===== config.mk =====
export PLATFORM = sky130hd
export DESIGN_NAME = clk_ctl_top
export DESIGN_NICKNAME = d
export VERILOG_FILES = /design/src/clk_ctl_pkg.sv /design/src/lock_detect.sv /design/src/cal_sequencer.sv /design/src/clk_ctl_top.sv
export SDC_FILE = /design/constraint.sdc
export NUM_CORES = 1
export LEC_CHECK = 0
export BUFFER_PORTS_ARGS = -buffer_cell sky130_fd_sc_hd__buf_4
export CAP_MARGIN = 15
export CORE_MARGIN = 2
export CORE_UTILIZATION = 56
export DETAILED_ROUTE_END_ITERATION = 10
export GPL_TIMING_DRIVEN = 0
export HOLD_SLACK_MARGIN = 0.15
export PLACE_DENSITY_LB_ADDON = 0.25
export SLEW_MARGIN = 30
export SYNTH_ARGS = -nofsm -noshare
export SYNTH_HDL_FRONTEND = slang
export SYNTH_SLANG_ARGS = --single-unit

===== constraint.sdc =====
create_clock -name clk_sys -period 4 [get_ports clk_sys]
set_input_delay 0.2 -clock clk_sys [delete_from_list [all_inputs] [get_ports clk_sys]]
set_output_delay 0.2 -clock clk_sys [all_outputs]
set_load 0.005 [all_outputs]

===== src/clk_ctl_pkg.sv =====
/*
  Shared constants and carrier types for the clock multiplier configuration,
  lock detector and converter calibration control block.
  Assumes a 32-bit APB register port and a single 40 MHz system clock.
*/
package clk_ctl_pkg;

  // Register indices; the byte address is four times the index
  localparam logic [5:0] IDX_STATUS = 6'h00;
  localparam logic [5:0] IDX_LOOP = 6'h02;
  localparam logic [5:0] IDX_CALAUX = 6'h03;
  localparam logic [5:0] IDX_IRQ_STAT = 6'h04;
  localparam logic [5:0] IDX_IRQ_EN = 6'h05;
  localparam logic [5:0] IDX_IRQ_CLR = 6'h06;
  localparam int ADDR_W = 8;

  // Field positions inside the status word
  localparam int LOCK_BIT = 24;
  localparam int BUSY_BIT = 0;

  // Writable bits and reset values
  localparam logic [31:0] LOOP_WMASK = 32'h0009_ff7f;
  localparam logic [31:0] LOOP_RESET = 32'h0000_1900;
  localparam logic [31:0] CALAUX_WMASK = 32'h06ff_ffff;
  localparam logic [31:0] CALAUX_RESET = 32'h0000_0000;
  localparam logic [7:0] FB_N_RESET = 8'h19;

  // Interrupt event bit positions
  localparam int IRQ_W = 3;
  localparam int EV_LOCK_GAIN = 0;
  localparam int EV_LOCK_LOSS = 1;
  localparam int EV_CAL_DONE = 2;

  // Timing counts
  localparam int LOCK_CNT_W = 11;
  localparam logic [LOCK_CNT_W-1:0] LOCK_BASE_CYCLES = 11'h080;
  localparam logic [7:0] CAL_CYCLES = 8'h40;

  typedef struct packed {
    logic [11:0] open_hi;
    logic dbl_en;
    logic [1:0] pll_other;
    logic dbl_sel;
    logic [7:0] fb_n;
    logic open7;
    logic icp_manual;
    logic [2:0] icp_code;
    logic ld_en;
    logic [1:0] ldw_sel;
  } loop_cfg_type;

  typedef struct packed {
    logic [4:0] open_hi;
    logic aux_pd;
    logic calclk_pd;
    logic cal_en;
    logic [23:0] low_bits;
  } cal_ctl_type;

  typedef enum logic {CAL_IDLE, CAL_RUN} cal_state_type;

  // Lock window length in reference cycles: 128, 256, 512 or 1024
  function automatic logic [LOCK_CNT_W-1:0] lock_limit(input logic [1:0] sel);
    lock_limit = LOCK_BASE_CYCLES << sel;
  endfunction : lock_limit

endpackage : clk_ctl_pkg


===== src/lock_detect.sv =====
/*
  Lock detector: counts reference clock edges while the phase error stays
  inside the window. Assumes both pins are asynchronous to clk_sys and the
  reference runs well below half the system clock.
*/
`timescale 1ns/1ps
module lock_detect
(
  input wire logic clk_sys,
  input wire logic rst,
  input wire logic ref_clk_pin,
  input wire logic phase_ok_pin,
  input wire logic enable,
  input wire logic [1:0] ldw_sel,
  output logic locked
);
  import clk_ctl_pkg::*;

  typedef struct packed {
    logic [1:0] ref_s;
    logic ref_d;
    logic [1:0] ok_s;
    logic [LOCK_CNT_W-1:0] count;
    logic locked;
  } ld_state_type;

  ld_state_type s_r;
  ld_state_type s_nxt;
  logic ref_rise;

  assign ref_rise = s_r.ref_s[1] & ~s_r.ref_d;
  assign locked = s_r.locked;

  // Count qualified reference edges; any excursion starts over
  always_comb
  begin
    s_nxt = s_r;
    s_nxt.ref_s = {s_r.ref_s[0], ref_clk_pin};
    s_nxt.ok_s = {s_r.ok_s[0], phase_ok_pin};
    s_nxt.ref_d = s_r.ref_s[1];
    if (!enable || !s_r.ok_s[1])
    begin
      s_nxt.count = '0;
      s_nxt.locked = 1'b0;
    end
    else if (ref_rise && !s_r.locked)
    begin
      s_nxt.count = s_r.count + 11'h001;
      if (s_nxt.count == lock_limit(ldw_sel))
        s_nxt.locked = 1'b1;
    end
  end

  always_ff @(posedge clk_sys or posedge rst)
  begin
    if (rst)
      s_r <= '0;
    else
      s_r <= s_nxt;
  end
endmodule : lock_detect


===== src/cal_sequencer.sv =====
/*
  Converter calibration sequencer: one start pulse runs a calibration that
  advances only while the calibration clock is enabled.
  Assumes start is a one-cycle pulse from logic on clk_sys.
*/
`timescale 1ns/1ps
module cal_sequencer
(
  input wire logic clk_sys,
  input wire logic rst,
  input wire logic start,
  input wire logic clk_run,
  output logic busy,
  output logic done
);
  import clk_ctl_pkg::*;

  typedef struct packed {
    cal_state_type state;
    logic [7:0] count;
    logic busy;
    logic done;
  } cal_seq_state_type;

  cal_seq_state_type s_r;
  cal_seq_state_type s_nxt;

  assign busy = s_r.busy;
  assign done = s_r.done;

  // A start during a running calibration is ignored rather than restarting it
  always_comb
  begin
    s_nxt = s_r;
    s_nxt.done = 1'b0;
    case (s_r.state)
      CAL_IDLE:
        if (start)
        begin
          s_nxt.state = CAL_RUN;
          s_nxt.count = '0;
          s_nxt.busy = 1'b1;
        end
      CAL_RUN:
        if (clk_run)
        begin
          s_nxt.count = s_r.count + 8'h01;
          if (s_r.count == CAL_CYCLES - 8'h01)
          begin
            s_nxt.state = CAL_IDLE;
            s_nxt.busy = 1'b0;
            s_nxt.done = 1'b1;
          end
        end
      default:
        s_nxt.state = CAL_IDLE;
    endcase
  end

  always_ff @(posedge clk_sys or posedge rst)
  begin
    if (rst)
      s_r <= '0;
    else
      s_r <= s_nxt;
  end
endmodule : cal_sequencer


===== src/clk_ctl_top.sv =====
/*
  Clock multiplier configuration, lock detection and converter calibration
  control, reached over an APB slave with one wait state per transfer.
  Assumes the reference clock and phase window pins are asynchronous, and
  that software keeps the feedback divider and calibration low bits legal.
  Every output of the block is a register copy, so pins see no decode glitches.
*/
// Chosen here: the APB interface to the registers.
`timescale 1ns/1ps
module clk_ctl_top
(
  input wire logic clk_sys,
  input wire logic rst,
  input wire logic psel,
  input wire logic penable,
  input wire logic pwrite,
  input wire logic [clk_ctl_pkg::ADDR_W-1:0] paddr,
  input wire logic [31:0] pwdata,
  output logic [31:0] prdata,
  output logic pready,
  output logic pslverr,
  input wire logic ref_clk_pin,
  input wire logic phase_ok_pin,
  output logic doubler_active,
  output logic [8:0] loop_mult,
  output logic pump_auto,
  output logic [2:0] pump_code,
  output logic lock_det_en,
  output logic locked,
  output logic sync_out_en,
  output logic cal_clk_en,
  output logic cal_busy,
  output logic irq
);
  import clk_ctl_pkg::*;

  typedef struct packed {
    loop_cfg_type loop;
    cal_ctl_type calaux;
    logic [IRQ_W-1:0] irq_stat;
    logic [IRQ_W-1:0] irq_en;
    logic lock_d;
    logic pready;
    logic pslverr;
    logic [31:0] prdata;
    logic cal_start;
    logic dbl_active;
    logic [8:0] loop_mult;
    logic pump_auto;
    logic [2:0] pump_code;
    logic ld_en;
    logic sync_en;
    logic calclk_en;
    logic irq;
  } top_state_type;

  top_state_type s_r;
  top_state_type s_nxt;
  logic addr_hit;
  logic [31:0] rd_word;
  logic [5:0] idx;
  logic commit;
  logic lock_q;
  logic busy_q;
  logic done_q;
  logic [IRQ_W-1:0] events;
  logic [IRQ_W-1:0] clr_bits;
  cal_ctl_type wr_cal;

  // Word index of an aligned address; misaligned addresses never hit
  function automatic logic [5:0] word_index(input logic [ADDR_W-1:0] a);
    word_index = a[ADDR_W-1:2];
  endfunction : word_index

  assign idx = word_index(paddr);
  assign commit = psel & penable & s_r.pready & addr_hit & pwrite;
  assign wr_cal = cal_ctl_type'(pwdata);

  // Address decode and read data mux
  always_comb
  begin
    addr_hit = 1'b0;
    rd_word = '0;
    if (paddr[1:0] == 2'b00)
    begin
      case (idx)
        IDX_STATUS:
        begin
          addr_hit = 1'b1;
          rd_word[LOCK_BIT] = lock_q;
          rd_word[BUSY_BIT] = busy_q;
        end
        IDX_LOOP:
        begin
          addr_hit = 1'b1;
          rd_word = s_r.loop;
        end
        IDX_CALAUX:
        begin
          addr_hit = 1'b1;
          rd_word = s_r.calaux;
          // The start bit is write-only; its read position shows the run in progress
          rd_word[LOCK_BIT] = busy_q;
        end
        IDX_IRQ_STAT:
        begin
          addr_hit = 1'b1;
          rd_word[IRQ_W-1:0] = s_r.irq_stat;
        end
        IDX_IRQ_EN:
        begin
          addr_hit = 1'b1;
          rd_word[IRQ_W-1:0] = s_r.irq_en;
        end
        IDX_IRQ_CLR:
          addr_hit = 1'b1;
        default:
          addr_hit = 1'b0;
      endcase
    end
  end

  // Events from the lock detector edges and the calibration end
  always_comb
  begin
    events = '0;
    events[EV_LOCK_GAIN] = lock_q & ~s_r.lock_d;
    events[EV_LOCK_LOSS] = ~lock_q & s_r.lock_d;
    events[EV_CAL_DONE] = done_q;
    clr_bits = '0;
    if (commit && idx == IDX_IRQ_CLR)
      clr_bits = pwdata[IRQ_W-1:0];
  end

  // Next state: bus answer, register writes, derived controls, interrupt
  always_comb
  begin
    s_nxt = s_r;
    s_nxt.cal_start = 1'b0;
    s_nxt.lock_d = lock_q;
    // Access phase gets one wait state so read data comes from a flop
    if (psel && penable && !s_r.pready)
    begin
      s_nxt.pready = 1'b1;
      s_nxt.pslverr = ~addr_hit;
      s_nxt.prdata = addr_hit ? rd_word : '0;
    end
    else
    begin
      s_nxt.pready = 1'b0;
      s_nxt.pslverr = 1'b0;
    end
    // Writes land only at the completing edge; a refused address never commits
    if (commit)
    begin
      case (idx)
        IDX_LOOP:
          s_nxt.loop = loop_cfg_type'(pwdata & LOOP_WMASK);
        IDX_CALAUX:
        begin
          s_nxt.calaux = cal_ctl_type'(pwdata & CALAUX_WMASK);
          s_nxt.cal_start = wr_cal.cal_en;
        end
        IDX_IRQ_EN:
          s_nxt.irq_en = pwdata[IRQ_W-1:0];
        default:
          s_nxt.cal_start = 1'b0;
      endcase
    end
    // A new event wins over a clear arriving in the same cycle
    s_nxt.irq_stat = (s_r.irq_stat & ~clr_bits) | events;
    s_nxt.irq = |(s_nxt.irq_stat & s_nxt.irq_en);
    // Controls are taken from the next register value so that they switch at the
    // same edge as the write that changes them, never one cycle behind it
    s_nxt.dbl_active = s_nxt.loop.dbl_en & s_nxt.loop.dbl_sel;
    s_nxt.loop_mult = {s_nxt.loop.fb_n, 1'b0};
    s_nxt.pump_auto = ~s_nxt.loop.icp_manual;
    s_nxt.pump_code = s_nxt.loop.icp_manual ? s_nxt.loop.icp_code : 3'h0;
    s_nxt.ld_en = s_nxt.loop.ld_en;
    s_nxt.sync_en = ~s_nxt.calaux.aux_pd;
    s_nxt.calclk_en = ~s_nxt.calaux.calclk_pd & ~s_nxt.calaux.aux_pd;
  end

  // Reset values mirror the register defaults so outputs agree from reset
  always_ff @(posedge clk_sys or posedge rst)
  begin
    if (rst)
    begin
      s_r <= '0;
      s_r.loop <= loop_cfg_type'(LOOP_RESET);
      s_r.calaux <= cal_ctl_type'(CALAUX_RESET);
      s_r.loop_mult <= {FB_N_RESET, 1'b0};
      s_r.pump_auto <= 1'b1;
      s_r.sync_en <= 1'b1;
      s_r.calclk_en <= 1'b1;
    end
    else
      s_r <= s_nxt;
  end

  // Lock detector on the synchronised reference edges; the raw pins go
  // straight in, since only its two-flop stages may look at them
  lock_detect i_lock_detect
  (
    .clk_sys(clk_sys),
    .rst(rst),
    .ref_clk_pin(ref_clk_pin),
    .phase_ok_pin(phase_ok_pin),
    .enable(s_r.ld_en),
    .ldw_sel(s_r.loop.ldw_sel),
    .locked(lock_q)
  );

  // Calibration only advances while its clock is allowed to run
  cal_sequencer i_cal_sequencer
  (
    .clk_sys(clk_sys),
    .rst(rst),
    .start(s_r.cal_start),
    .clk_run(s_r.calclk_en),
    .busy(busy_q),
    .done(done_q)
  );

  // Every output is a register copy
  assign prdata = s_r.prdata;
  assign pready = s_r.pready;
  assign pslverr = s_r.pslverr;
  assign doubler_active = s_r.dbl_active;
  assign loop_mult = s_r.loop_mult;
  assign pump_auto = s_r.pump_auto;
  assign pump_code = s_r.pump_code;
  assign lock_det_en = s_r.ld_en;
  assign locked = lock_q;
  assign sync_out_en = s_r.sync_en;
  assign cal_clk_en = s_r.calclk_en;
  assign cal_busy = busy_q;
  assign irq = s_r.irq;
endmodule : clk_ctl_top


# After elaboration in Yosys (flattened, before gate mapping)
# Index checks and enable logic that the tools add are counted.
word_totals:
  reg_bits: 121
  in_bits: 47
  output_inout_bits: 54
  word_cells: 114
classes:
  add_sub_neg: 2
  n_eq_ne: 10
  n_shift: 1
  n_mux: 28
  n_bitwise: 21
  n_reduce_logical: 20
ops:
  columns: ["cell", "n"]
  rows:
  - ["$mux 27", 2]
  - ["$mux 52", 1]
  - ["$pmux 21 s2", 1]
  - ["$mux 32", 1]
  - ["$mux 12", 2]
  - ["$mux 20", 1]
  - ["$pmux 10 s2", 1]
  - ["$eq 6x3->1 const B", 3]
  - ["$eq 6x2->1 const B", 2]
  - ["$mux 3", 4]
  - ["$add 11x1->11 const B", 1]
  - ["$eq 11x11->1", 1]
  - ["$mux 11", 1]
  - ["$shl 8x2->11 const A", 1]
  - ["$mux 10", 1]
  - ["$and 1x1->1", 9]
  - ["$add 8x1->8 const B", 1]
  - ["$eq 8x6->1 const B", 1]
  - ["$not 1->1", 8]
  - ["$pmux 2 s4", 1]
  - ["$reduce_and 2->1", 4]
  - ["$mux 1", 7]
  - ["$and 3x3->3", 2]
  - ["$logic_not 6->1", 1]
  - ["14 further kinds", 25]

# Logic depth before layout (Yosys ltp)
# Gate-level depths: netlist (run 1).
depth:
  ltp_word: 13
  mapped_depth: 8
  depth_no_buf: 7

# By module
# From an unflattened synthesis (run 1), not the netlist that was laid out.
unflattened:
  cells_unflattened: 466
  area_unflattened_um2: 5421.4
by_module_without_submodules:
  columns: ["module", "n_inst", "cells_each", "area_per_inst_um2", "seq_area_each_um2"]
  rows:
  - ["clk_ctl_top", 1, 320, 3982.6, 2209.6]
  - ["lock_detect", 1, 94, 893.4, 425.4]
  - ["cal_sequencer", 1, 52, 545.5, 275.3]

# Worst setup path after synthesis (run 1)
# No wires, ideal clock.
synth_timing:
  kind: "input to register"
  from: "input paddr[5] (netlist bit)"
  to: "register s_r (netlist bit irq)"
  setup_ns: 0.126
  t_arrival_ns: 1.980
  required_time_ns: 3.874
  setup_slack_ns: 1.894
  path_stages: 7
  n_path_buf: 1
  path_cell_list: "or3_1 -> buf_6 -> a2111oi_4 -> and3_1 -> mux2_1 -> and2_1 -> a221o_1"
synth_rtl:
  columns: ["item", "line_no", "rtl"]
  rows:
  - ["start: declaration", "clk_ctl_top.sv:17", "input wire logic [clk_ctl_pkg::ADDR_W-1:0] paddr,"]
  - ["end signal: assignment", "clk_ctl_top.sv:198", "s_r <= s_nxt;"]
  - ["end: declaration", "clk_ctl_top.sv:57", "top_state_type s_r;"]

# Final worst setup path (run 1)
layout_timing:
  from: "input paddr[0] (netlist bit)"
  to: "register s_r (netlist bit prdata[6])"
layout_via:
  elab_chain_len: 3
  word_cells_on_any_way: 4
  classes_between: "3 x mux; 1 x reduce/logical"
layout_rtl:
  columns: ["item", "line_no", "rtl"]
  rows:
  - ["$logic_not 2->1 (*)", "clk_ctl_top.sv:84", "if (paddr[1:0] == 2'b00)"]
  - ["$mux 27 or $mux 1 (tied branches)", "clk_ctl_top.sv:84", null]
  - ["$mux 32 (*)", "clk_ctl_top.sv:146", "s_nxt.prdata = addr_hit ? rd_word : '0;"]
# Mark *: on every way between the ends. The rest lies on a longest branch, timed or not.
# A chain may end at the register's enable or synchronous reset.

==> Flow_metrics.wiki, run 1 <==
{| class="wikitable"
! Metric !! Value
|-
| Status || finished clean
|-
| DRC violations left || 0
|-
| Family with the most delay on the worst path || buffers and inverters
|-
| Mean instance size in the synthesized netlist || 11.43 um2
|-
| Number of synthesized flops with an enable pin || 0
|-
| Clk slew on worst S/H paths || 0.06 ns
|-
| Max-cap violations || 0
|-
| Post-CTS setup repair buffer count || 0
|-
| Fin Hold WS || 0.1916 ns
|-
| R2r startpoint || i_lock_detect.s_r[1]$_DFFE_PP0P_
|-
| Number of filler cells placed in the layout || 592
|-
| Post-synth top cells || sky130_fd_sc_hd__dfrtp_1 (110), sky130_fd_sc_hd__buf_4 (45), sky130_fd_sc_hd__nand2_1 (39)
|-
| Total I/O pin count || 101
|-
| Critical path's slowest cell || sky130_fd_sc_hd__dlygate4sd3_1
|-
| Internal portion of total power || 2.224 mW
|-
| Via count of the first global-routing pass || 4,229
|-
| Fmax || 0.3507 GHz
|-
| Worst Tran Pin Value || 0.8154 ns
|-
| Worst setup skew after layout || 0.006638 ns
|-
| Die boundary width || 102.5 um
|-
| Instance count of the mapped netlist || 475
|-
| Net Sw Power || 0.5935 mW
|-
| Origin of the worst setup path || paddr[0]
|-
| Share of cells above drive strength 1 || 0.3359
|-
| Via total after detailed routing || 4,089
|-
| Reg power frac || 0.419
|-
| Post-synthesis compound-gate area fraction || 0.1023
|-
| Number of synthesis warnings || 0
|-
| Path type of the worst setup path || in2reg
|-
| Required @ worst endpoint || 4.41 ns
|-
| Placer Congestion || 0.8989
|-
| Area of the multi-input gates || 0.002049 mm2
|-
| Most common cell in the netlist || sky130_fd_sc_hd__dfrtp_1
|-
| Post-layout minimum cycle time || 2.852 ns
|-
| Mean number of vias per cell || 5.338
|-
| Static power due to leakage || 3.612 nW
|-
| Dominant combinational cell family by area after synthesis || multiplexers
|-
| Critical path cell sequence || dlygate4sd3_1 -> buf_4 -> or2_2 -> dlygate4sd3_1 -> a211oi_1 -> and2_0 -> nand2_1 -> clkbuf_1 -> o21ai_0
|-
| Async S/R FF share, synth || 1.000
|-
| Arrival time of the worst setup path || 3.27 ns
|-
| Pin count of the biggest net entering global routing || 94
|-
| Number of routed nets with antenna violations || 0
|-
| Critical Path Start Type || input pin
|-
| Crit-path most repeated cell || sky130_fd_sc_hd__dlygate4sd3_1
|-
| Effective utilization at floorplan || 0.5822
|-
| Setup slack, reg-to-reg || 1.75 ns
|-
| R2R cell count || 8
|-
| Synthesized flop and latch total || 116
|-
| Wirelength per Cell || 16.60 um
|-
| RSZ-0062 raised after global routing || no
|-
| Multiplexer fraction of the synthesized cell area || 0.1341
|-
| Distinct cell type count after synthesis || 52
|-
| Flip-flop cell with the highest count after synthesis || sky130_fd_sc_hd__dfrtp_1
|-
| Critical path capture point type || register
|-
| Total half-perimeter wirelength after legalization and detailed placement || 7.957 mm
|-
| Sequential cell area in the final layout || 0.002910 mm2
|-
| CTS H-Tree Depth || 4
|-
| Pwr/cell area || 388.4 mW/mm2
|-
| Final Max Tran Viols || 0
|-
| # nets final || 673
|-
| CTS tree || built
|-
| Cell chosen for the clock root || sky130_fd_sc_hd__clkbuf_8
|-
| All-Layer GR Usage || 0.2613
|-
| Hold/Removal Path Class || in2reg
|-
| Synth Area in XOR/XNOR || 0.02258
|-
| Antenna violations before repair || 0
|-
| Die height || 102.5 um
|-
| Sinks on the clock net || 116
|-
| Antenna diodes || 0
|-
| Endpoints failing setup || 0
|-
| Number of placement rows || 35
|-
| Later-pin clock latency in the skew report || 0.53 ns
|-
| Placeable core region || 0.009328 mm2
|-
| Netlist Area Pre-Place || 0.005430 mm2
|-
| P&R area growth vs syn || 33.57%
|-
| Area fraction of the dominant cell type after synthesis || 0.5069
|-
| R2r endpoint || i_lock_detect.locked$_DFFE_PP0P_
|-
| Worst ir drop on vdd || 0.2902 mV
|-
| Final global-route overflow total || 0
|-
| Total number of cells along the worst setup path || 9
|-
| Fraction of power consumed by the clock network || 0.532
|-
| Global-route wire length before repair || 20.56 mm
|-
| Switching power share of the total || 0.2107
|-
| Delay contributed by the slowest stage of the critical path || 0.59 ns
|-
| Total clock buffers created by CTS || 17
|-
| Detailed-route wire length || 12.72 mm
|-
| Area fraction in and, or, nand and nor cells after synthesis || 0.1097
|-
| Sequential cell area fraction in the yosys report || 0.5359
|-
| Relative max-transition margin || 0.4564
|-
| Number of detailed-routing iterations run before antenna repair || 5
|-
| Top post-synthesis cells by area || sky130_fd_sc_hd__dfrtp_1 (51%), sky130_fd_sc_hd__buf_4 (6.2%), sky130_fd_sc_hd__mux2_2 (5.8%)
|-
| Final hold violation count || 0
|-
| Count of input and output buffers || 87
|-
| Final design utilization || 0.7776
|-
| Adder-cell share of the synthesized area || 0.004608
|-
| Tcrit/Tclk final || 0.7129
|-
| Iteration-0 DRC count of the detailed router || 162
|-
| Floorplan die area || 0.01050 mm2
|-
| Share of power burned in combinational logic || 0.049
|-
| Critical path fanouts, max || 10
|-
| Worst Setup EP || prdata[6]$_DFFE_PP0P_
|-
| Worst-case clock buffer depth || 2
|-
| Worst path buffer plus inverter count || 4
|-
| Leading area contributor after synthesis || sky130_fd_sc_hd__dfrtp_1
|}
-- kinds of logic (layout without fill, tap and decap cells) --
kind of cell	after synthesis	count (layout)
adders and majority gates	2	2
DFF	116	116
xor gates and xnor gates	14	14
AOI/OAI and AO/OA	81	81
muxes	67	67
and+or+nand+nor	117	117
other	1	6
buffers and inverters	77	234
-- what timing repair did --
action                     CTS  global route
hold buffers                37             0
setup endpoints to repair    0             0
hold endpoints to repair   175             0
gates resized for setup      0             0
-- layout by cell type, fill, tap and decap left out, types with 5 or more instances in the layout --
cell type	n
sky130_fd_sc_hd__xnor2_1	7
sky130_fd_sc_hd__nor2_1	19
sky130_fd_sc_hd__a21oi_1	9
sky130_fd_sc_hd__mux2i_1	21
sky130_fd_sc_hd__clkinv_2	5
sky130_fd_sc_hd__o21ai_0	34
sky130_fd_sc_hd__buf_4	132
sky130_fd_sc_hd__buf_2	7
sky130_fd_sc_hd__dlygate4sd3_1	37
sky130_fd_sc_hd__dfrtp_1	110
sky130_fd_sc_hd__clkbuf_1	15
sky130_fd_sc_hd__dfstp_2	6
sky130_fd_sc_hd__xor2_1	7
sky130_fd_sc_hd__mux2_2	28
sky130_fd_sc_hd__nand3_1	18
sky130_fd_sc_hd__mux2_1	18
sky130_fd_sc_hd__and3_1	10
sky130_fd_sc_hd__nand4_1	9
sky130_fd_sc_hd__nand2_1	39
sky130_fd_sc_hd__clkbuf_16	16
sky130_fd_sc_hd__conb_1	6
sky130_fd_sc_hd__a22o_1	13
sky130_fd_sc_hd__inv_1	7
-- layer usage --
metal,part of all wire,vias to the layer above,global-route usage
met5,0,-,0
met4,0.013,0,0.1128
met3,0.051,15,0.06088
met2,0.52,131,0.4580
met1,0.42,2018,0.3072
li1,-,1925,-
-- worst min-delay path, delay by kind of cell --
kind,cells,cell delay (ns)
AO/OA/AOI/OAI,2,0.32
buffers and inverters,1,0.15
-- area by class of cell --
class | count | area share
buffer | 69 | 0.06331
clock buffer | 22 | 0.06245
clock inverter | 10 | 0.01811
inverter | 8 | 0.005175
multi-input combinational | 287 | 0.2826
sequential | 116 | 0.4012
tap | 129 | 0.02225
timing repair buffer | 125 | 0.1449
-- per-stage QoR --
| step | area [um2] | std cells | TNS (ns) | power (mW) | worst slack [ns] |
|---|---|---|---|---|---|
| finish | 7253 | 766 | 0 | 2.817 | 1.148 |
| global route | 7253 | 766 | 0 | 2.898 | 0.9313 |
| CTS | 7253 | 766 | 0 | 2.831 | 1.144 |
| detailed placement | 6299 | 697 | 0 | 1.307 | 1.542 |
| global placement | 6264 | 696 | -48.71 | 1.301 | -0.4512 |
| floorplan | 5449 | 480 | 0 | 1.252 | 0.7375 |
-- power by group through the flow --
stage          Clock [mW]  Combinational (mW)  Sequential (mW)
3_3_place_gp            0              0.0996             1.20
3_5_place_dp            0               0.106             1.20
6_report             1.50               0.137             1.18
4_1_cts              1.51               0.136             1.18
5_1_grt              1.57               0.150             1.18
2_1_floorplan           0              0.0509             1.20
-- registers in the layout, indices dropped and copies added, names as in the netlist, 3 cells and up --
register / flops
i_lock_detect.s_r: 13
loop_mult: 8
s_r: 42
i_lock_detect.s_nxt: 3
pump_code: 3
prdata: 27
i_cal_sequencer.s_r: 9
-- worst min path at each step --
stage	cells past startpoint	slack, ns	from	end
2_1_floorplan	0	0.23	phase_ok_pin	i_lock_detect.s_nxt[13]$_DFF_PP0_
3_3_place_gp	1	0.31	ref_clk_pin	i_lock_detect.s_nxt[16]$_DFF_PP0_
3_5_place_dp	2	0.15	rst	i_lock_detect.s_r[3]$_DFFE_PP0P_
4_1_cts	3	0.17	paddr[3]	prdata[0]$_DFFE_PP0P_
5_1_grt	3	0.23	paddr[3]	prdata[0]$_DFFE_PP0P_
6_report	3	0.19	paddr[3]	prdata[0]$_DFFE_PP0P_
No activity file was read; power rests on OpenSTA's default activity.
==> run 2: changes to the inputs <==
--- a/config.mk
+++ b/config.mk
@@ -5,6 +5,7 @@
 export SDC_FILE = /design/constraint.sdc
 export NUM_CORES = 1
 export LEC_CHECK = 0
+export ABC_AREA = 1
 export BUFFER_PORTS_ARGS = -buffer_cell sky130_fd_sc_hd__buf_4
 export CAP_MARGIN = 15
 export CORE_MARGIN = 2
==> constraint.sdc (replaced) <==
create_clock -name clk_sys -period 2.72 [get_ports clk_sys]
set_input_delay 0.136 -clock clk_sys [delete_from_list [all_inputs] [get_ports clk_sys]]
set_output_delay 0.136 -clock clk_sys [all_outputs]
set_load 0.005 [all_outputs]
==> Flow_metrics.wiki, run 2 <==
{| class="wikitable"
! Metric !! Value
|-
| Status || finished clean
|-
| Die height || 103.2 um (+0.75%)
|-
| Synthesized flop and latch total || 116 (unchanged)
|-
| Fmax || 0.4703 GHz
|-
| Netlist Area Pre-Place || 0.005515 mm2 (+1.6%)
|-
| Leading area contributor after synthesis || sky130_fd_sc_hd__dfrtp_1
|-
| Static power due to leakage || 3.729 nW (+3.2%)
|-
| Setup TNS after final layout || 0 ns (unchanged)
|-
| Setup slack, reg-to-reg || 0.94 ns (-0.81 ns)
|-
| Top register by number of flip-flops || s_r
|-
| Antenna violations before repair || 0 (unchanged)
|-
| RSZ-0062 raised after global routing || no
|-
| Resized Gates After CTS || 0 (unchanged)
|-
| Count of input and output buffers || 89 (+2.3%)
|-
| Floorplan die area || 0.01066 mm2 (+1.5%)
|-
| Net Sw Power || 0.8538 mW (+44%)
|-
| Detailed-route wire length || 13.41 mm (+5.5%)
|-
| Required @ worst endpoint || 3.16 ns (-1.25 ns)
|-
| Hold/Removal Path Class || in2async
|-
| Number of synthesized flops with an enable pin || 0 (unchanged)
|-
| R2r endpoint || i_lock_detect.locked$_DFFE_PP0P_
|-
| Die boundary width || 103.2 um (+0.75%)
|-
| Final Max Tran Viols || 0 (unchanged)
|-
| Worst Tran Pin Value || 0.6352 ns (-0.1801 ns)
|-
| Number of placement rows || 36 (+2.9%)
|-
| Pin count of the biggest net entering global routing || 29 (-69%)
|-
| # nets final || 827 (+23%)
|-
| Post-synth top cells || sky130_fd_sc_hd__nand2_1 (167), sky130_fd_sc_hd__dfrtp_1 (110), sky130_fd_sc_hd__inv_1 (64)
|-
| Relative max-transition margin || 0.5749 (+0.1185)
|-
| Number of flip-flops under the largest register name || 42 (unchanged)
|-
| Total clock buffers created by CTS || 17 (unchanged)
|-
| Worst setup slack after layout || 0.5937 ns (-0.5546 ns)
|-
| All-Layer GR Usage || 0.2699 (+0.008553)
|-
| Path type of the worst setup path || in2reg
|-
| Effective utilization at floorplan || 0.5695 (-0.01265)
|-
| Instance count of the mapped netlist || 623 (+31%)
|-
| Top post-synthesis cells by area || sky130_fd_sc_hd__dfrtp_1 (50%), sky130_fd_sc_hd__nand2_1 (11%), sky130_fd_sc_hd__buf_4 (6.1%)
|-
| Number of synthesis warnings || 0 (unchanged)
|-
| DRC violations left || 0 (unchanged)
|-
| Area fraction of the dominant cell type after synthesis || 0.4991 (-0.007820)
|-
| Share of power burned in combinational logic || 0.055 (+0.006)
|-
| P&R area growth vs syn || 33.60% (about the same)
|-
| Number of routed nets with antenna violations || 0 (unchanged)
|-
| Endpoints failing setup || 0 (unchanged)
|-
| Internal portion of total power || 3.075 mW (+38%)
|-
| Post-layout minimum cycle time || 2.126 ns
|-
| Async S/R FF share, synth || 1.000 (unchanged)
|-
| Worst-case clock buffer depth || 2 (unchanged)
|-
| Flip-flop cell with the highest count after synthesis || sky130_fd_sc_hd__dfrtp_1
|-
| Pwr/cell area || 533.3 mW/mm2 (+37%)
|-
| Number of detailed-routing iterations run before antenna repair || 4 (-1)
|-
| Final hold violation count || 0 (unchanged)
|-
| Tcrit/Tclk final || 0.7817
|-
| Placer Congestion || 0.8174 (-9.1%)
|-
| Distinct cell type count after synthesis || 38 (-27%)
|-
| Final global-route overflow total || 0 (unchanged)
|-
| Share of cells above drive strength 1 || 0.2882 (-0.04771)
|-
| R2r startpoint || i_lock_detect.s_r[1]$_DFFE_PP0P_
|-
| Global-route wire length before repair || 21.88 mm (+6.4%)
|-
| Fraction of power consumed by the clock network || 0.502 (-0.030)
|-
| CTS tree || built
|-
| Worst ir drop on vdd || 0.6184 mV (+110%)
|-
| Antenna diodes || 0 (unchanged)
|-
| Worst setup skew after layout || 0.01036 ns (+0.003724 ns)
|-
| Commonest non-fill, non-tap cell in the layout || sky130_fd_sc_hd__nand2_1
|-
| Sequential cell area fraction in the yosys report || 0.5277 (-0.008268)
|-
| Arrival time of the worst setup path || 2.57 ns (-0.70 ns)
|-
| Max-cap violations || 0 (unchanged)
|-
| Total I/O pin count || 101 (unchanged)
|-
| Pre-CTS setup slack || 0.9788 ns (-0.5631 ns)
|-
| Post-CTS setup repair buffer count || 0 (unchanged)
|-
| Fin Hold WS || 0.1796 ns (-0.01195 ns)
|-
| Leading cell types in the layout, fill and taps excluded || sky130_fd_sc_hd__nand2_1 (167), sky130_fd_sc_hd__buf_4 (134), sky130_fd_sc_hd__dfrtp_1 (110), sky130_fd_sc_hd__inv_1 (63), sky130_fd_sc_hd__o21ai_0 (48)
|-
| Clk slew on worst S/H paths || 0.06 ns (about the same)
|-
| Switching power share of the total || 0.2173 (+0.006630)
|-
| Placeable core region || 0.009684 mm2 (+3.8%)
|-
| Iteration-0 DRC count of the detailed router || 247 (+52%)
|-
| Cell chosen for the clock root || sky130_fd_sc_hd__clkbuf_8
|-
| Most common cell in the netlist || sky130_fd_sc_hd__nand2_1
|-
| Mean instance size in the synthesized netlist || 8.853 um2 (-23%)
|-
| CTS H-Tree Depth || 4 (unchanged)
|-
| Reg power frac || 0.443 (+0.024)
|-
| R2R cell count || 11 (+3)
|-
| Via count of the first global-routing pass || 4,641 (+9.7%)
|-
| Final Total Pwr || 3.929 mW (+39%)
|-
| Later-pin clock latency in the skew report || 0.53 ns (about the same)
|-
| Sinks on the clock net || 116 (unchanged)
|-
| Number of hold buffers added after CTS || 38 (+2.7%)
|-
| Via total after detailed routing || 4,787 (+17%)
|-
| Wirelength per Cell || 14.52 um (-13%)
|-
| Critical path fanouts, max || 10 (unchanged)
|-
| Critical path capture point type || register
|-
| Total half-perimeter wirelength after legalization and detailed placement || 8.871 mm (+11%)
|-
| Mean number of vias per cell || 5.181 (-2.9%)
|-
| Critical Path Start Type || input pin
|}
==> run 2: stage by stage <==
stage            util  cells  cell area (um2)
3_5_place_dp   0.6671    854             6460
2_1_floorplan       -    628             5538
5_1_grt        0.7609    924             7368
6_report       0.7609    924             7368
4_1_cts        0.7609    924             7368
3_3_place_gp   0.6580    850             6372
==> run 2: how the worst max path moves through the flow <==
stage	from	depth (start not counted)	slack, ns	to
6_report	paddr[0]	8	0.59	prdata[8]$_DFFE_PP0P_
5_1_grt	paddr[0]	8	0.47	prdata[13]$_DFFE_PP0P_
4_1_cts	paddr[0]	8	0.65	prdata[12]$_DFFE_PP0P_
3_5_place_dp	paddr[7]	9	0.98	prdata[8]$_DFFE_PP0P_
3_3_place_gp	rst	2	0.45	prdata[12]$_DFFE_PP0P_
2_1_floorplan	rst	1	1.18	doubler_active$_DFF_PP0_
==> run 2: cells by family (layout without fill, tap and decap cells) <==
kind of cell / count (synthesis) / after routing / share of synthesized area
simple gates: 262 / 262 / 0.1996
buf+inv: 128 / 291 / 0.1270
flops: 116 / 116 / 0.5277
compound gates: 110 / 110 / 0.1336
xor+xnor: 3 / 3 / 0.004765
fa+ha+maj: 2 / 2 / 0.004536
other cells: 1 / 6 / 0.0006799
mux: 1 / 1 / 0.002042
==> run 2: final cells by class <==
| cell class | count | area [um2] |
|---|---|---|
| buffer | 58 | 435.4 |
| clock buffer | 28 | 505.5 |
| clock inverter | 4 | 22.52 |
| fill | 637 | 2316 |
| inverter | 70 | 269.0 |
| multi-input combinational | 384 | 1923 |
| sequential | 116 | 2910 |
| tap | 133 | 166.4 |
| timing repair buffer | 131 | 1136 |
==> run 2: worst max-delay path, cell delays in order <==
cell	delay [ns]
sky130_fd_sc_hd__dlygate4sd3_1	0.53
sky130_fd_sc_hd__buf_4	0.13
sky130_fd_sc_hd__nor2_1	0.09
sky130_fd_sc_hd__dlygate4sd3_1	0.61
sky130_fd_sc_hd__a21boi_4	0.30
sky130_fd_sc_hd__nand2_1	0.24
sky130_fd_sc_hd__clkbuf_1	0.31
sky130_fd_sc_hd__o21ai_0	0.23
==> run 2: routing by layer <==
layer,GRT usage,share of wire
met1,0.3501,0.42
met2,0.4496,0.51
met3,0.05981,0.055
met4,0.09818,0.019
met5,0,0
==> run 2: power groups by stage <==
stage / sequential, mW / combinational, mW / clock (mW)
floorplan: 1.77 / 0.0790 / 0
global placement: 1.77 / 0.153 / 0
detailed placement: 1.77 / 0.172 / 0
CTS: 1.74 / 0.215 / 1.99
global route: 1.74 / 0.237 / 2.07
finish: 1.74 / 0.215 / 1.97
==> run 3: changes to the inputs <==
--- a/config.mk
+++ b/config.mk
@@ -5,7 +5,7 @@
 export SDC_FILE = /design/constraint.sdc
 export NUM_CORES = 1
 export LEC_CHECK = 0
-export ABC_AREA = 1
+export ABC_AREA = 0
 export BUFFER_PORTS_ARGS = -buffer_cell sky130_fd_sc_hd__buf_4
 export CAP_MARGIN = 15
 export CORE_MARGIN = 2
==> constraint.sdc (replaced) <==
create_clock -name clk_sys -period 2.1 [get_ports clk_sys]
set_input_delay 0.105 -clock clk_sys [delete_from_list [all_inputs] [get_ports clk_sys]]
set_output_delay 0.105 -clock clk_sys [all_outputs]
set_load 0.005 [all_outputs]
==> Flow_metrics.wiki, run 3 (same netlist as run 1, synthesis figures left out) <==
{| class="wikitable"
! Metric !! Value
|-
| Status || finished with violations
|-
| Violated checks || negative setup slack
|-
| Share of cells above drive strength 1 || 0.3474 (+0.05911)
|-
| Hold/Removal Path Class || in2reg
|-
| Effective utilization at floorplan || 0.5822 (+0.01265)
|-
| Worst ir drop on vdd || 0.5429 mV (-12%)
|-
| Number of flip-flops under the largest register name || 42 (unchanged)
|-
| Cell area after layout || 0.007391 mm2 (+0.31%)
|-
| Setup slack, reg-to-reg || -0.06 ns (-1.00 ns)
|-
| Global-route wire length before repair || 21.11 mm (-3.5%)
|-
| Required @ worst endpoint || 2.48 ns (-0.68 ns)
|-
| Family with the most delay on the worst path || compound AO/OA/AOI/OAI gates
|-
| Relative max-transition margin || 0.4596 (-0.1153)
|-
| Total I/O pin count || 101 (unchanged)
|-
| Critical Path Start Type || register
|-
| Number of filler cells placed in the layout || 567 (-11%)
|-
| Mean number of vias per cell || 5.437 (+4.9%)
|-
| Delay contributed by the slowest stage of the critical path || 0.42 ns (-0.19 ns)
|-
| Antenna violations before repair || 0 (unchanged)
|-
| # nets final || 678 (-18%)
|-
| Post-layout minimum cycle time || 2.162 ns
|-
| Placed cell area || 0.006362 mm2 (-1.5%)
|-
| Pin count of the biggest net entering global routing || 32 (+10%)
|-
| Wirelength per Cell || 17.10 um (+18%)
|-
| Leading cell types in the layout, fill and taps excluded || sky130_fd_sc_hd__buf_4 (135), sky130_fd_sc_hd__dfrtp_1 (110), sky130_fd_sc_hd__nand2_1 (39), sky130_fd_sc_hd__dlygate4sd3_1 (39), sky130_fd_sc_hd__o21ai_0 (34)
|-
| CTS tree || built
|-
| Final hold violation count || 0 (unchanged)
|-
| Top register by number of flip-flops || s_r
|-
| All-Layer GR Usage || 0.2661 (-0.003766)
|-
| Final design utilization || 0.7924 (+0.03150)
|-
| Fmax || 0.4626 GHz
|-
| Path type of the worst setup path || reg2reg
|-
| Area of the multi-input gates || 0.002111 mm2 (+9.8%)
|-
| Cell chosen for the clock root || sky130_fd_sc_hd__clkbuf_8
|-
| Endpoints failing setup || 10 (+10)
|-
| Detailed-route wire length || 13.18 mm (-1.7%)
|-
| Number of detailed-routing iterations run before antenna repair || 4 (unchanged)
|-
| Critical path capture point type || register
|-
| RSZ-0062 raised after global routing || yes
|-
| Die boundary width || 102.5 um (-0.75%)
|-
| Critical path's slowest cell || sky130_fd_sc_hd__a2111oi_4
|-
| Number of placement rows || 35 (-2.8%)
|-
| Max-cap violations || 0 (unchanged)
|-
| Fin Hold WS || 0.1891 ns (+0.009480 ns)
|-
| Iteration-0 DRC count of the detailed router || 143 (-42%)
|-
| Total half-perimeter wirelength after legalization and detailed placement || 8.245 mm (-7.1%)
|-
| Critical path cell sequence || nand4_1 -> a2111oi_4 -> and3_4 -> mux2_4 -> and2_4 -> a221o_1
|-
| Worst-case clock buffer depth || 2 (unchanged)
|-
| P&R area growth vs syn || 36.11%
|-
| Setup TNS after final layout || -0.1590 ns (-0.1590 ns)
|-
| Final Max Tran Viols || 0 (unchanged)
|-
| Tcrit/Tclk final || 1.029
|-
| Die height || 102.5 um (-0.75%)
|-
| CTS H-Tree Depth || 4 (unchanged)
|-
| Worst Tran Pin Value || 0.8105 ns (+0.1753 ns)
|-
| Worst setup skew after layout || 0.006132 ns (-0.004230 ns)
|-
| Arrival time of the worst setup path || 2.55 ns (-0.02 ns)
|-
| Total clock buffers created by CTS || 17 (unchanged)
|-
| Worst path buffer plus inverter count || 0 (-4)
|-
| Via total after detailed routing || 4,192 (-12%)
|-
| Floorplan die area || 0.01050 mm2 (-1.5%)
|-
| Critical path fanouts, max || 3 (-7)
|-
| DRC violations left || 0 (unchanged)
|-
| Worst setup slack after layout || -0.06158 ns (-0.6553 ns)
|-
| Clk slew on worst S/H paths || 0.05 ns (about the same)
|-
| Antenna diodes || 0 (unchanged)
|-
| Pre-CTS setup slack || -0.2525 ns (-1.231 ns)
|-
| Placer Congestion || 0.8782 (+7.4%)
|-
| Later-pin clock latency in the skew report || 0.51 ns (-0.02 ns)
|-
| Number of routed nets with antenna violations || 0 (unchanged)
|-
| Static power due to leakage || 3.656 nW (-1.9%)
|-
| Final global-route overflow total || 0 (unchanged)
|-
| Sinks on the clock net || 116 (unchanged)
|-
| Placeable core region || 0.009328 mm2 (-3.7%)
|-
| Commonest non-fill, non-tap cell in the layout || sky130_fd_sc_hd__buf_4
|-
| Sequential cell area in the final layout || 0.002910 mm2 (unchanged)
|-
| Pwr/cell area || 724.2 mW/mm2 (+36%)
|-
| Count of input and output buffers || 87 (-2.2%)
|-
| Via count of the first global-routing pass || 4,307 (-7.2%)
|}
run 3: changes by cell type in the layout (fill, tap and decap cells not counted), moves of 14 or more:
cell	change
sky130_fd_sc_hd__mux2i_1	+20
sky130_fd_sc_hd__nand2_1	-128
sky130_fd_sc_hd__inv_1	-56
sky130_fd_sc_hd__mux2_1	+17
sky130_fd_sc_hd__nor2_1	-23
sky130_fd_sc_hd__mux2_2	+27
sky130_fd_sc_hd__nand3_1	-14
sky130_fd_sc_hd__o21ai_0	-14
sky130_fd_sc_hd__a22oi_1	-16
sky130_fd_sc_hd__o21ai_2	-28
run 3: area by class of cell:
| type | instances | area share |
|---|---|---|
| inverter | 8 | 0.004571 |
| multi-input combinational | 287 | 0.2856 |
| sequential | 116 | 0.3938 |
| tap | 129 | 0.02184 |
| clock buffer | 26 | 0.06331 |
| buffer | 67 | 0.06061 |
| timing repair buffer | 132 | 0.1561 |
| clock inverter | 6 | 0.01422 |
run 3: worst min-delay path, cell delays in order:
cell and delay, ns:
sky130_fd_sc_hd__buf_2 0.15, sky130_fd_sc_hd__or3_1 0.13, sky130_fd_sc_hd__a21oi_1 0.07, sky130_fd_sc_hd__a22o_1 0.19
run 3: worst paths after layout:
| kind | end | start | cells after the start |
|---|---|---|---|
| max | irq$_DFF_PP0_ | pready$_DFF_PP0_ | 6 |
| min | prdata[24]$_DFFE_PP0P_ | paddr[3] | 4 |
| max reg2reg | irq$_DFF_PP0_ | pready$_DFF_PP0_ | 6 |
| min reg2reg | i_lock_detect.s_r[13]$_DFF_PP0_ | i_lock_detect.s_nxt[13]$_DFF_PP0_ | 0 |
| max in group asynchronous | pump_auto$_DFF_PP1_ | rst | 6 |
| min in group asynchronous | i_lock_detect.s_r[9]$_DFFE_PP0P_ | rst | 3 |
run 3: per-stage QoR:
stage	total power, mW	std cells
final	5.352	771
after global routing	5.524	771
after CTS	5.377	770
after detailed placement	2.505	700
after global placement	2.478	696
after floorplan	2.385	480
run 3: report_power, final:
group	internal (mW)	total (mW)	switching, mW
combinational	0.146	0.282	0.136
sequential	2.25	2.25	0.00394
clock	1.86	2.82	0.956
total	4.26	5.35	1.10
run 3: routing by layer:
metal  track usage  wire length, um
met1        0.3206             5470
met5             0                0
met3       0.08550              636
met4       0.08821              208
met2        0.4535             6868
run 3: timing repair:
action,CTS,global route
pin swaps,0,3
resized for setup,2,14
setup buffers,0,2
hold buffers,39,0
endpoints found under the hold margin,109,0
endpoints found under the setup margin,1,11
